$ cat src/shc_pkg.sv
package shc_pkg;

  // Register byte offsets of the controller's own AXI4-Lite map.
  localparam logic [3:0] SHC_CTRL_OFS = 4'h0;
  localparam logic [3:0] SHC_STATUS_OFS = 4'h4;
  localparam logic [3:0] SHC_DATA_OFS = 4'h8;

  // Control register field positions.
  localparam int SHC_CTRL_CPOL_BIT = 0;
  localparam int SHC_CTRL_CPHA_BIT = 1;
  localparam int SHC_CTRL_HOLD_BIT = 2;
  localparam int SHC_CTRL_PEER_MASTER_BIT = 3;
  localparam int SHC_CTRL_RX_ONLY_BIT = 4;
  localparam int SHC_CTRL_HALF_LSB = 8;

  // Status register field positions.
  localparam int SHC_STAT_BUSY_BIT = 0;
  localparam int SHC_STAT_DONE_BIT = 1;
  localparam int SHC_STAT_COLL_BIT = 2;

  // Reset values.
  localparam logic [7:0] SHC_CTRL_RESET = 8'h00;
  localparam logic [7:0] SHC_HALF_RESET = 8'h10;

  // AXI4-Lite response codes.
  localparam logic [1:0] SHC_RESP_OKAY = 2'h0;
  localparam logic [1:0] SHC_RESP_SLVERR = 2'h2;

  // Timing: system clock, device clock and the pause between bytes.
  localparam int SHC_CLK_PERIOD_NS = 40;
  localparam int SHC_CLK_HZ = 25_000_000;
  localparam int SHC_DEV_CPU_HZ = 8_000_000;
  localparam int SHC_GAP_NS = 2000;
  localparam int SHC_GAP_CYC = (SHC_GAP_NS + SHC_CLK_PERIOD_NS - 1) / SHC_CLK_PERIOD_NS;
  // A half period long enough that SCK stays at or below half the device clock.
  localparam int SHC_HALF_FROM_DEV = (SHC_CLK_HZ + SHC_DEV_CPU_HZ - 1) / SHC_DEV_CPU_HZ;
  // Three cycles leave room for the two-stage MISO synchroniser.
  localparam int SHC_HALF_SYNC_MIN = 3;
  localparam logic [7:0] SHC_HALF_MIN = 8'((SHC_HALF_FROM_DEV > SHC_HALF_SYNC_MIN) ?
                                          SHC_HALF_FROM_DEV : SHC_HALF_SYNC_MIN);
  localparam int SHC_BYTE_EDGES = 16;
  localparam int SHC_SYNC_DELAY = 2;

  // Transfer sequencer, Gray coded along idle, setup, shift, gap.
  typedef enum logic [1:0] {
    SHC_IDLE = 2'b00,
    SHC_SETUP = 2'b01,
    SHC_SHIFT = 2'b11,
    SHC_GAP = 2'b10
  } shc_state_e;

  // Pins towards the serial device.
  typedef struct packed {
    logic sck;
    logic sck_oe;
    logic mosi;
    logic mosi_oe;
    logic ss_n;
  } shc_pins_s;

  // Whole state of the controller.
  typedef struct packed {
    shc_state_e fsm;
    logic [4:0] edge_cnt;
    logic [7:0] tick_cnt;
    logic [7:0] gap_cnt;
    logic [7:0] tx;
    logic [7:0] rx;
    logic [7:0] rx_buf;
    logic [1:0] cap_pipe;
    logic cpol;
    logic cpha;
    logic hold;
    logic peer_master;
    logic rx_only;
    logic [7:0] half_div;
    logic done_flag;
    logic coll_flag;
    shc_pins_s pins;
    logic miso_s1;
    logic miso_s2;
    logic aw_have;
    logic [3:0] awaddr;
    logic w_have;
    logic [31:0] wdata;
    logic [3:0] wstrb;
    logic awready;
    logic wready;
    logic bvalid;
    logic [1:0] bresp;
    logic arready;
    logic rvalid;
    logic [31:0] rdata;
    logic [1:0] rresp;
  } shc_state_s;

endpackage : shc_pkg

$ cat src/shc_spi_host.sv
// The register addresses and the AXI4-Lite interface to the registers were left to the implementer.
`timescale 1ns/1ns
module shc_spi_host
  import shc_pkg::*;
#(
  parameter logic [7:0] HALF_MIN = SHC_HALF_MIN,
  parameter logic [7:0] GAP_CYC = 8'(SHC_GAP_CYC)
) (
  // Clock and reset.
  input wire logic clk_in,
  input wire logic rst_in,
  // AXI4-Lite write address and data.
  input wire logic awvalid_in,
  output logic awready_out,
  input wire logic [3:0] awaddr_in,
  input wire logic wvalid_in,
  output logic wready_out,
  input wire logic [31:0] wdata_in,
  input wire logic [3:0] wstrb_in,
  // AXI4-Lite write response.
  output logic bvalid_out,
  input wire logic bready_in,
  output logic [1:0] bresp_out,
  // AXI4-Lite read.
  input wire logic arvalid_in,
  output logic arready_out,
  input wire logic [3:0] araddr_in,
  output logic rvalid_out,
  input wire logic rready_in,
  output logic [31:0] rdata_out,
  output logic [1:0] rresp_out,
  // Serial pins towards the device.
  output logic sck_out,
  output logic sck_oe_out,
  output logic mosi_out,
  output logic mosi_oe_out,
  input wire logic miso_in,
  output logic ss_n_out
);

  shc_state_s state_reg;
  shc_state_s state_next;

  // Half period actually used, never shorter than the safe minimum.
  function automatic logic [7:0] shc_half(input logic [7:0] req);
    shc_half = (req < HALF_MIN) ? HALF_MIN : req;
  endfunction : shc_half

  // Tells whether an offset belongs to the register map.
  function automatic logic shc_mapped(input logic [3:0] ofs);
    shc_mapped = (ofs == SHC_CTRL_OFS) || (ofs == SHC_STATUS_OFS) || (ofs == SHC_DATA_OFS);
  endfunction : shc_mapped

  // Read value of one register.
  function automatic logic [31:0] shc_read(input shc_state_s s, input logic [3:0] ofs);
    logic [31:0] v;
    v = 32'h0;
    case (ofs)
      SHC_CTRL_OFS: begin
        v[SHC_CTRL_CPOL_BIT] = s.cpol;
        v[SHC_CTRL_CPHA_BIT] = s.cpha;
        v[SHC_CTRL_HOLD_BIT] = s.hold;
        v[SHC_CTRL_PEER_MASTER_BIT] = s.peer_master;
        v[SHC_CTRL_RX_ONLY_BIT] = s.rx_only;
        v[SHC_CTRL_HALF_LSB +: 8] = s.half_div;
      end
      SHC_STATUS_OFS: begin
        v[SHC_STAT_BUSY_BIT] = (s.fsm != SHC_IDLE);
        v[SHC_STAT_DONE_BIT] = s.done_flag;
        v[SHC_STAT_COLL_BIT] = s.coll_flag;
      end
      SHC_DATA_OFS: v[7:0] = s.rx_buf;
      default: v = 32'h0;
    endcase
    shc_read = v;
  endfunction : shc_read

  // Next-state logic for the bus slave and the serial sequencer.
  always_comb begin
    logic do_write;
    logic tick;
    logic capture_edge;
    logic shift_edge;
    logic start_req;
    logic set_done;
    logic set_coll;
    logic clr_done;
    logic clr_coll;
    do_write = 1'b0;
    tick = 1'b0;
    capture_edge = 1'b0;
    shift_edge = 1'b0;
    start_req = 1'b0;
    set_done = 1'b0;
    set_coll = 1'b0;
    clr_done = 1'b0;
    clr_coll = 1'b0;
    state_next = state_reg;

    // Two-stage synchroniser; only the second stage is read below.
    state_next.miso_s1 = miso_in;
    state_next.miso_s2 = state_reg.miso_s1;

    // Address and data are taken in either order, then answered together.
    if (awvalid_in && state_reg.awready) begin
      state_next.aw_have = 1'b1;
      state_next.awaddr = awaddr_in;
    end
    if (wvalid_in && state_reg.wready) begin
      state_next.w_have = 1'b1;
      state_next.wdata = wdata_in;
      state_next.wstrb = wstrb_in;
    end
    if (state_reg.aw_have && state_reg.w_have && !state_reg.bvalid) begin
      do_write = 1'b1;
      state_next.aw_have = 1'b0;
      state_next.w_have = 1'b0;
      state_next.bvalid = 1'b1;
      state_next.bresp = shc_mapped(state_reg.awaddr) ? SHC_RESP_OKAY : SHC_RESP_SLVERR;
    end else if (state_reg.bvalid && bready_in) begin
      state_next.bvalid = 1'b0;
    end
    state_next.awready = !state_next.aw_have && !state_next.bvalid;
    state_next.wready = !state_next.w_have && !state_next.bvalid;

    // Register writes; byte lanes without a strobe are left alone.
    if (do_write) begin
      case (state_reg.awaddr)
        SHC_CTRL_OFS: begin
          if (state_reg.wstrb[0]) begin
            state_next.cpol = state_reg.wdata[SHC_CTRL_CPOL_BIT];
            state_next.cpha = state_reg.wdata[SHC_CTRL_CPHA_BIT];
            state_next.hold = state_reg.wdata[SHC_CTRL_HOLD_BIT];
            state_next.peer_master = state_reg.wdata[SHC_CTRL_PEER_MASTER_BIT];
            state_next.rx_only = state_reg.wdata[SHC_CTRL_RX_ONLY_BIT];
          end
          if (state_reg.wstrb[1]) begin
            state_next.half_div = state_reg.wdata[SHC_CTRL_HALF_LSB +: 8];
          end
        end
        SHC_STATUS_OFS: begin
          if (state_reg.wstrb[0]) begin
            clr_done = state_reg.wdata[SHC_STAT_DONE_BIT];
            clr_coll = state_reg.wdata[SHC_STAT_COLL_BIT];
          end
        end
        SHC_DATA_OFS: begin
          if (state_reg.wstrb[0]) begin
            // Only we start a byte, and never while the device is master.
            if (state_reg.fsm == SHC_IDLE && !state_reg.peer_master) begin
              start_req = 1'b1;
            end else begin
              set_coll = 1'b1;
            end
          end
        end
        default: ;
      endcase
    end

    // Read channel: one read at a time, answered one cycle after acceptance.
    if (arvalid_in && state_reg.arready) begin
      state_next.arready = 1'b0;
      state_next.rvalid = 1'b1;
      state_next.rdata = shc_read(state_reg, araddr_in);
      state_next.rresp = shc_mapped(araddr_in) ? SHC_RESP_OKAY : SHC_RESP_SLVERR;
    end else if (state_reg.rvalid && rready_in) begin
      state_next.rvalid = 1'b0;
      state_next.arready = 1'b1;
    end

    // Half-period timer paces every SCK edge.
    if (state_reg.fsm == SHC_SHIFT) begin
      if (state_reg.tick_cnt == shc_half(state_reg.half_div) - 8'h01) begin
        tick = 1'b1;
        state_next.tick_cnt = 8'h00;
      end else begin
        state_next.tick_cnt = state_reg.tick_cnt + 8'h01;
      end
    end else begin
      state_next.tick_cnt = 8'h00;
    end

    // Even edges lead, odd edges trail; phase picks which one captures.
    if (tick && state_reg.edge_cnt < 5'(SHC_BYTE_EDGES)) begin
      capture_edge = (state_reg.edge_cnt[0] == state_reg.cpha);
      shift_edge = !capture_edge && (state_reg.edge_cnt != 5'(SHC_BYTE_EDGES - 1));
      state_next.pins.sck = !state_reg.pins.sck;
      state_next.edge_cnt = state_reg.edge_cnt + 5'h01;
    end

    // Sample MISO once the synchroniser has caught up with the edge.
    state_next.cap_pipe = {state_reg.cap_pipe[0], capture_edge};
    if (state_reg.cap_pipe[SHC_SYNC_DELAY - 1]) begin
      state_next.rx = {state_reg.rx[6:0], state_reg.miso_s2};
    end

    // Sequencer.
    case (state_reg.fsm)
      SHC_IDLE: begin
        state_next.pins.sck = state_reg.cpol;
        state_next.edge_cnt = 5'h00;
        // Select rests high unless held low for continuous phase-one traffic.
        state_next.pins.ss_n = !(state_reg.hold && state_reg.cpha) || state_reg.peer_master;
        if (start_req) begin
          state_next.tx = state_reg.wdata[7:0];
          state_next.pins.ss_n = 1'b0;
          state_next.fsm = SHC_SETUP;
        end
      end
      SHC_SETUP: begin
        // Phase zero needs the first bit on the line before the first edge.
        if (!state_reg.cpha) begin
          state_next.pins.mosi = state_reg.tx[7];
          state_next.tx = {state_reg.tx[6:0], 1'b0};
        end
        state_next.fsm = SHC_SHIFT;
      end
      SHC_SHIFT: begin
        if (shift_edge) begin
          state_next.pins.mosi = state_reg.tx[7];
          state_next.tx = {state_reg.tx[6:0], 1'b0};
        end
        // One more half period after the last edge closes the byte.
        if (tick && state_reg.edge_cnt == 5'(SHC_BYTE_EDGES)) begin
          state_next.rx_buf = state_reg.rx;
          set_done = 1'b1;
          state_next.gap_cnt = 8'h00;
          // Phase zero must see select rise between bytes.
          state_next.pins.ss_n = !(state_reg.hold && state_reg.cpha);
          state_next.fsm = SHC_GAP;
        end
      end
      SHC_GAP: begin
        // Give the device time to clear its flags and reload.
        if (state_reg.gap_cnt >= GAP_CYC - 8'h01) begin
          state_next.fsm = SHC_IDLE;
        end else begin
          state_next.gap_cnt = state_reg.gap_cnt + 8'h01;
        end
      end
      default: state_next.fsm = SHC_IDLE;
    endcase

    // While the device is master we release its clock and data lines.
    state_next.pins.sck_oe = !state_next.peer_master;
    // A shared single data line carries one direction only.
    state_next.pins.mosi_oe = !state_next.peer_master && !state_next.rx_only;
    if (state_next.peer_master) begin
      state_next.pins.ss_n = 1'b1;
    end

    // Sticky flags: a new event beats a clear in the same cycle.
    state_next.done_flag = set_done || (state_reg.done_flag && !clr_done);
    state_next.coll_flag = set_coll || (state_reg.coll_flag && !clr_coll);
  end

  // State register with synchronous reset.
  always_ff @(posedge clk_in) begin
    if (rst_in) begin
      state_reg <= '0;
      state_reg.fsm <= SHC_IDLE;
      state_reg.cpol <= SHC_CTRL_RESET[SHC_CTRL_CPOL_BIT];
      state_reg.cpha <= SHC_CTRL_RESET[SHC_CTRL_CPHA_BIT];
      state_reg.half_div <= SHC_HALF_RESET;
      state_reg.pins.ss_n <= 1'b1;
      state_reg.pins.sck_oe <= 1'b1;
      state_reg.pins.mosi_oe <= 1'b1;
      state_reg.awready <= 1'b1;
      state_reg.wready <= 1'b1;
      state_reg.arready <= 1'b1;
    end else begin
      state_reg <= state_next;
    end
  end

  // Every output is a flip-flop of the state.
  assign awready_out = state_reg.awready;
  assign wready_out = state_reg.wready;
  assign bvalid_out = state_reg.bvalid;
  assign bresp_out = state_reg.bresp;
  assign arready_out = state_reg.arready;
  assign rvalid_out = state_reg.rvalid;
  assign rdata_out = state_reg.rdata;
  assign rresp_out = state_reg.rresp;
  assign sck_out = state_reg.pins.sck;
  assign sck_oe_out = state_reg.pins.sck_oe;
  assign mosi_out = state_reg.pins.mosi;
  assign mosi_oe_out = state_reg.pins.mosi_oe;
  assign ss_n_out = state_reg.pins.ss_n;

endmodule : shc_spi_host

$ cat config.mk
export PLATFORM = sky130hd
export DESIGN_NAME = shc_spi_host
export DESIGN_NICKNAME = d
export VERILOG_FILES = /design/src/shc_pkg.sv /design/src/shc_spi_host.sv
export SDC_FILE = /design/constraint.sdc
export NUM_CORES = 1
export LEC_CHECK = 0
export BUFFER_PORTS_ARGS = -buffer_cell sky130_fd_sc_hd__buf_2
export CAP_MARGIN = 0
export CORE_MARGIN = 3
export CORE_UTILIZATION = 59
export CTS_CLUSTER_DIAMETER = 40
export DETAILED_ROUTE_END_ITERATION = 12
export PLACE_DENSITY = 0.84
export SYNTH_ARGS = -nofsm -noshare
export SYNTH_HDL_FRONTEND = slang
export SYNTH_SLANG_ARGS = --single-unit
export TNS_END_PERCENT = 100
$ cat constraint.sdc
create_clock -name clk_in -period 5.1 [get_ports clk_in]
set_clock_uncertainty 0.05 [all_clocks]
set_input_delay 0.765 -clock clk_in [delete_from_list [all_inputs] [get_ports clk_in]]
set_output_delay 0.765 -clock clk_in [all_outputs]
set_load 0.03 [all_outputs]
==> impl_metrics.csv, run 1 <==
group,metric,value,unit
pwr,p_int,1.70,mW
min_path,hold_path_class,"flip-flop to flip-flop",
grt,track_usage,24.0,%
critical_path,slowest_delay,570,ps
finish,largest_reg_flops,88,
sta,drv_slew,0,
floorplanning,die_x,101,um
detailed_routing,first_iter_violations,297,
grt,grt_pass1_vias,4142,
sta,setup_violations,0,
cts,cts_buffers,17,
finish,multiInputGateArea,2550,um2
grt,grt_max_degree,64,
cts,post_cts_resized,0,
pwr,p_comb_share,5.4,%
sta,final_hold_viol_count,0,
yosys,ys_ff_latch,118,
critical_path,cp_data_required_time,5460,ps
pwr,p_switching,522,uW
flow_run,maxCapViolCount,0,
finish,seqCellArea,2360,um2
yosys,async_flop_share,0,%
floorplanning,rows,33,
finish,final_util,70.7,%
critical_path,critPathArrivalTime,4220,ps
grt,gr-total-overflow,0,
detailed_routing,drc,0,
detailed_routing,vias_per_cell,5.75,
sta,fin_crit_sh,75.6,%
sta,max_freq,0.259,GHz
pwr,seqPwrFrac,43.3,%
critical_path,worstSetupEndpointType,"flip-flop",
detailed_routing,ant_nets,0,
floorplanning,die_area,10100,um2
cts,cts_tree,"yes",
floorplanning,die-height,101,um
critical_path,worstSetupPathType,"flip-flop to flip-flop",
cts,postCtsSetupBuffers,0,
detailed_routing,first_pass_iters,5,
cts,clk_latency,510,ps
outcome,status,"finished, final reports clean",
yosys,synth_ff_type,"dfxtp_1",
detailed_routing,drt_wl_total,11700,um
finish,antenna_cells,0,
cts,clkSlewWorstSetupHoldPaths,60,ps
yosys,ys_seq_area_share,44.6,%
cts,htreeDepth,4,
floorplanning,initial_core_util,62.6,%
floorplanning,pin_count,98,
critical_path,path_cells,"nor3_1 -> nand2_1 -> o21ai_0 -> ha_1 -> or4b_1 -> nor2_1 -> o21a_1 -> o2111ai_4 -> nor4_2 -> buf_4 -> nor2_1 -> and2_1",
finish,final_nets,702,
cts,cts.path.max_buffers,2,
critical_path,crit_fanout,15,
grt,grt_antenna_before_repair,0,
yosys,syn-mean-instance-area,8.74,um2
grt,grt_pass1_wl,19300,um
yosys,synth_area,5300,um2
pwr,leakage,2.29,nW
yosys,synth_cells,606,
cts,holdBufCountCts,0,
finish,final_cell_mix,"118 x dfxtp_1, 87 x nor2_1, 68 x nand2_1",
critical_path,crit_path_top_delay_cell,"nor3_1",
sta,fin_crit,3860,ps
yosys,synth_edf_count,0,
yosys,yosysWarnings,0,
pwr,p_clk_share,51.3,%
pwr,power.density,371,nW/um2
pwr,ir_worst_vdd,0.232,mV
cts,root_buffer,"clkbuf_8",
finish,fillers,622,
finish,area_growth,13.0,%
yosys,synth_cell_types,55,
sta,tns,0,ps
pwr,p_sw_share,23.5,%
critical_path,cp-start-kind,"flip-flop",
sta,relSlewSlack,22.3,%
place,place.gp.congestion,0.830,
floorplanning,coreArea,8460,um2
sta,rsz0062_at_grt,"no",
finish,final_common_cell,"dfxtp_1",
critical_path,path_common_cell,"nor2_1",
detailed_routing,dr_total_vias,4368,
detailed_routing,wl_per_cell,15.4,um
cts,cts_sinks,118,
sta,tightest_slew,1170,ps
place,port_buffers,61,
finish,drive_gt1_share,16.9,%
place,dpl.hpwl,7770,um
## worst paths after layout
check                        end  slack (ps)           start  depth (start not counted)
setup / recovery  state_reg[138]        1240   state_reg[97]                         12
hold / removal     state_reg[83]         390  state_next[83]                          1
setup reg to reg  state_reg[138]        1240   state_reg[97]                         12
hold reg to reg    state_reg[83]         390  state_next[83]                          1
## cells in the mapped netlist (8+ instances only)
master	number	area (um2)
clkbuf_1	19	71.3
ha_1	8	100
o21ai_0	22	110
nand2_1	68	255
nor2_1	87	327
inv_1	12	45.0
buf_4	37	278
dfxtp_1	118	2360
nor3_1	16	80.1
nand3_1	16	80.1
a22oi_1	11	82.6
a21oi_1	44	220
mux2i_1	38	380
xnor2_1	11	96.3
## worst max-delay path: cells and delay by family, from the launching register on
family / cells / cell delay [ps]
AO/OA/AOI/OAI: 3 / 720
adder cells (fa/ha/maj): 1 / 250
buffers and inverters: 1 / 260
flip-flops: 1 / 400
AND/OR/NAND/NOR: 7 / 2060
## final cells by class
class                   instances  area share [%]
multi-input cells             429            42.5
flip-flops and latches        118            39.5
clock buffers                  21            7.50
repair buffers                 64            5.48
well taps                     105            2.19
clock inverters                11            2.07
inverters                      12           0.753
## per-stage QoR
| stage | cell area (um2) | std cells | total power [mW] | setup WS (ps) | hold slack (ps) |
|---|---|---|---|---|---|
| finish | 5990 | 760 | 2.22 | 1240 | 389 |
| global route | 5990 | 760 | 2.29 | 985 | 412 |
| CTS | 5990 | 760 | 2.23 | 1300 | 393 |
| detailed placement | 5410 | 728 | 1.10 | 1310 | 379 |
| global placement | 5410 | 728 | 1.09 | 1530 | 372 |
| floorplan | 5360 | 623 | 1.08 | 1890 | 364 |
## logic make-up (layout without fill, tap and decap cells)
group,count (synthesis),in the layout,synth area share (%)
compound gates,106,106,13.0
simple gates,240,240,21.4
mux,38,38,7.18
buf+inv,76,108,8.53
other cells,1,18,0.0708
xor+xnor,19,19,3.28
flops,118,118,44.6
fa+ha+maj,8,8,1.89
## layer usage
layer  wire length (um)  GRT usage, %  part of all wire, %
met2               5660          40.1                   48
met5                  0             0                    0
met1               5120          30.0                   44
met3                715          6.51                  6.1
met4                204          8.19                  1.7
## power groups by stage
stage                     logic [mW]  registers, mW  clock network, mW
final                          0.119          0.962               1.14
after global placement         0.115          0.980                  0
after floorplan               0.0938          0.984                  0
after CTS                      0.120          0.962               1.15
after detailed placement       0.119          0.981                  0
after global routing           0.133          0.965               1.20
Power figures use the tool's default switching activity.
==> run 2, diff against run 1 <==
- CORE_UTILIZATION: 59 -> 50
- PLACE_DENSITY: 0.84 -> 0.76
- clock period: 5.1 -> 3.1 ns (I/O delays scaled with it)
==> run 2 against run 1 <==
  * Sequential power increased by 64%
  * Register-to-register slack got worse by 1100 ps
  * Sequential share of layout area is 1.7 points lower
  * Die area increased by 17%
  * Non-clock buffer count grew 20
  * Wire length decreased by 0.84%
  * Cell count rose by 6.3%
  * Count of clock-buffer cells in the layout unchanged
  * Critical path depth is 1 lower
  * Critical path type unchanged
  * Largest cell class unchanged
  * Largest power group unchanged
  * Highest routed layer unchanged
==> impl_metrics.csv, run 2 (synthesized netlist as in run 1, its figures left out) <==
group,metric,value,unit
outcome,status,"finished, final reports clean",
sta,drv_slew,0,
pwr,ir_worst_vdd,0.409,mV
place,preCtsSetupSlack,29.3,ps
sta,relSlewSlack,35.5,%
flow_run,maxCapViolCount,0,
cts,cts.path.max_buffers,2,
place,dpl.hpwl,8250,um
place,port_buffers,61,
place,place.gp.congestion,0.872,
critical_path,worstSetupEndpointType,"flip-flop",
sta,fin_crit_sh,95.3,%
grt,grt_antenna_before_repair,0,
detailed_routing,vias_per_cell,5.32,
cts,cts_tree,"yes",
pwr,leakage,2.43,nW
critical_path,critPathLaunch,"state_reg[99]",
place,dpl.cell_count,772,
critical_path,worstSetupPathType,"flip-flop to flip-flop",
critical_path,crit_path_top_delay_cell,"or4b_4",
cts,clkSlewWorstSetupHoldPaths,60,ps
finish,final_cell_mix,"118 x dfxtp_1, 86 x nor2_1, 67 x nand2_1",
floorplanning,rows,36,
floorplanning,initial_core_util,52.7,%
critical_path,ff2ff_setup_slack,150,ps
detailed_routing,first_iter_violations,229,
cts,cts_buffers,17,
cts,root_buffer,"clkbuf_8",
finish,final_common_cell,"dfxtp_1",
sta,final_hold_viol_count,0,
pwr,power.density,600,nW/um2
sta,tightest_slew,944,ps
critical_path,path_cells,"nor3_2 -> nand2_2 -> o21ai_2 -> ha_2 -> or4b_4 -> nor2_4 -> o21a_1 -> o2111ai_4 -> buf_4 -> or4_1 -> a21oi_1",
floorplanning,pin_count,98,
grt,gr-total-overflow,0,
sta,setup_slack,146,ps
floorplanning,die-height,109,um
critical_path,slowest_delay,490,ps
detailed_routing,first_pass_iters,5,
floorplanning,die_x,109,um
grt,grt_pass1_vias,3989,
cts,clk_latency,510,ps
finish,fillers,817,
finish,final_nets,722,
cts,holdBufCountCts,0,
cts,cts_sinks,118,
detailed_routing,wl_per_cell,14.3,um
finish,final_util,62.3,%
sta,max_freq,0.339,GHz
critical_path,cp-endpoint,"state_reg[149]",
finish,area_growth,18.1,%
critical_path,r2r_start,"state_reg[99]",
sta,hold_ws,114,ps
min_path,hold_path_class,"input pin to flip-flop",
detailed_routing,drt_wl_total,11600,um
sta,tns,0,ps
finish,drive_gt1_share,20.9,%
finish,antenna_cells,0,
critical_path,crit_fanout,8,
finish,finalNonFillerCells,808,
critical_path,reg2reg_to,"state_reg[149]",
detailed_routing,ant_nets,0,
place,dpl_cell_area,5570,um2
sta,fin_crit,2950,ps
detailed_routing,drc,0,
critical_path,cp-start-kind,"flip-flop",
critical_path,r2r_cells,11,
grt,track_usage,20.2,%
finish,largest_reg_flops,88,
floorplanning,die_area,11900,um2
cts,htreeDepth,4,
detailed_routing,dr_total_vias,4299,
grt,grt_pass1_wl,18900,um
critical_path,critPathArrivalTime,3340,ps
grt,grt_max_degree,31,
finish,final_area,6250,um2
critical_path,cp_data_required_time,3490,ps
pwr,power,3.75,mW
floorplanning,coreArea,10000,um2
sta,setup_violations,0,
## run 2: cell count changes in the layout (fill, tap and decap cells not counted), sizes merged
cell      change
clkinvlp      +1
bufinv        +1
buf          +20
clkinv        -1
inv           -1
## run 2: how the worst min path moves through the flow
stage	from	endpoint	slack [ps]	cells past startpoint
floorplan	state_next[106]	state_reg[106]	360	1
global placement	state_next[83]	state_reg[83]	370	1
detailed placement	state_next[83]	state_reg[83]	380	1
CTS	miso_in	state_next[83]	90	2
global route	miso_in	state_next[83]	110	2
finish	miso_in	state_next[83]	110	2
## run 2: metal layers
layer / up-vias / GRT usage [%] / part of all wire (%) / wire (um)
met4: 0 / 9.11 / 2.0 / 230
met3: 24 / 3.97 / 6.0 / 701
met2: 143 / 32.3 / 47 / 5430
met5: - / 0 / 0 / 0
met1: 1989 / 26.5 / 45 / 5240
li1: 2143 / - / - / -
## run 2: area by class of cell
| class | count | area, um2 | share of cell area [%] |
|---|---|---|---|
| Multi-Input combinational cell | 429 | 2600 | 41.5 |
| Sequential cell | 118 | 2360 | 37.8 |
| Timing Repair Buffer | 84 | 475 | 7.60 |
| Inverter | 12 | 45.0 | 0.720 |
| Tap cell | 133 | 166 | 2.66 |
| Clock inverter | 11 | 148 | 2.36 |
| Clock buffer | 21 | 459 | 7.34 |
## run 2: what timing repair did
item | CTS | global route
resized for setup | 0 | 16
setup buffers | 0 | 3
setup endpoints to repair | 0 | 41
## run 2: worst max-delay path: cells and delay by family, from the launching register on
kind	cells	cell delay, ps
buf+inv	1	240
fa+ha+maj	1	210
compound gates	4	680
simple gates	5	1390
flops	1	310
## run 2: where the power goes
| part | switching [mW] | internal [mW] | leakage (nW) |
|---|---|---|---|
| combinational | 0.141 | 0.0600 | 1.19 |
| clock | 0.679 | 1.29 | 0.287 |
| sequential | 0.0284 | 1.55 | 0.957 |
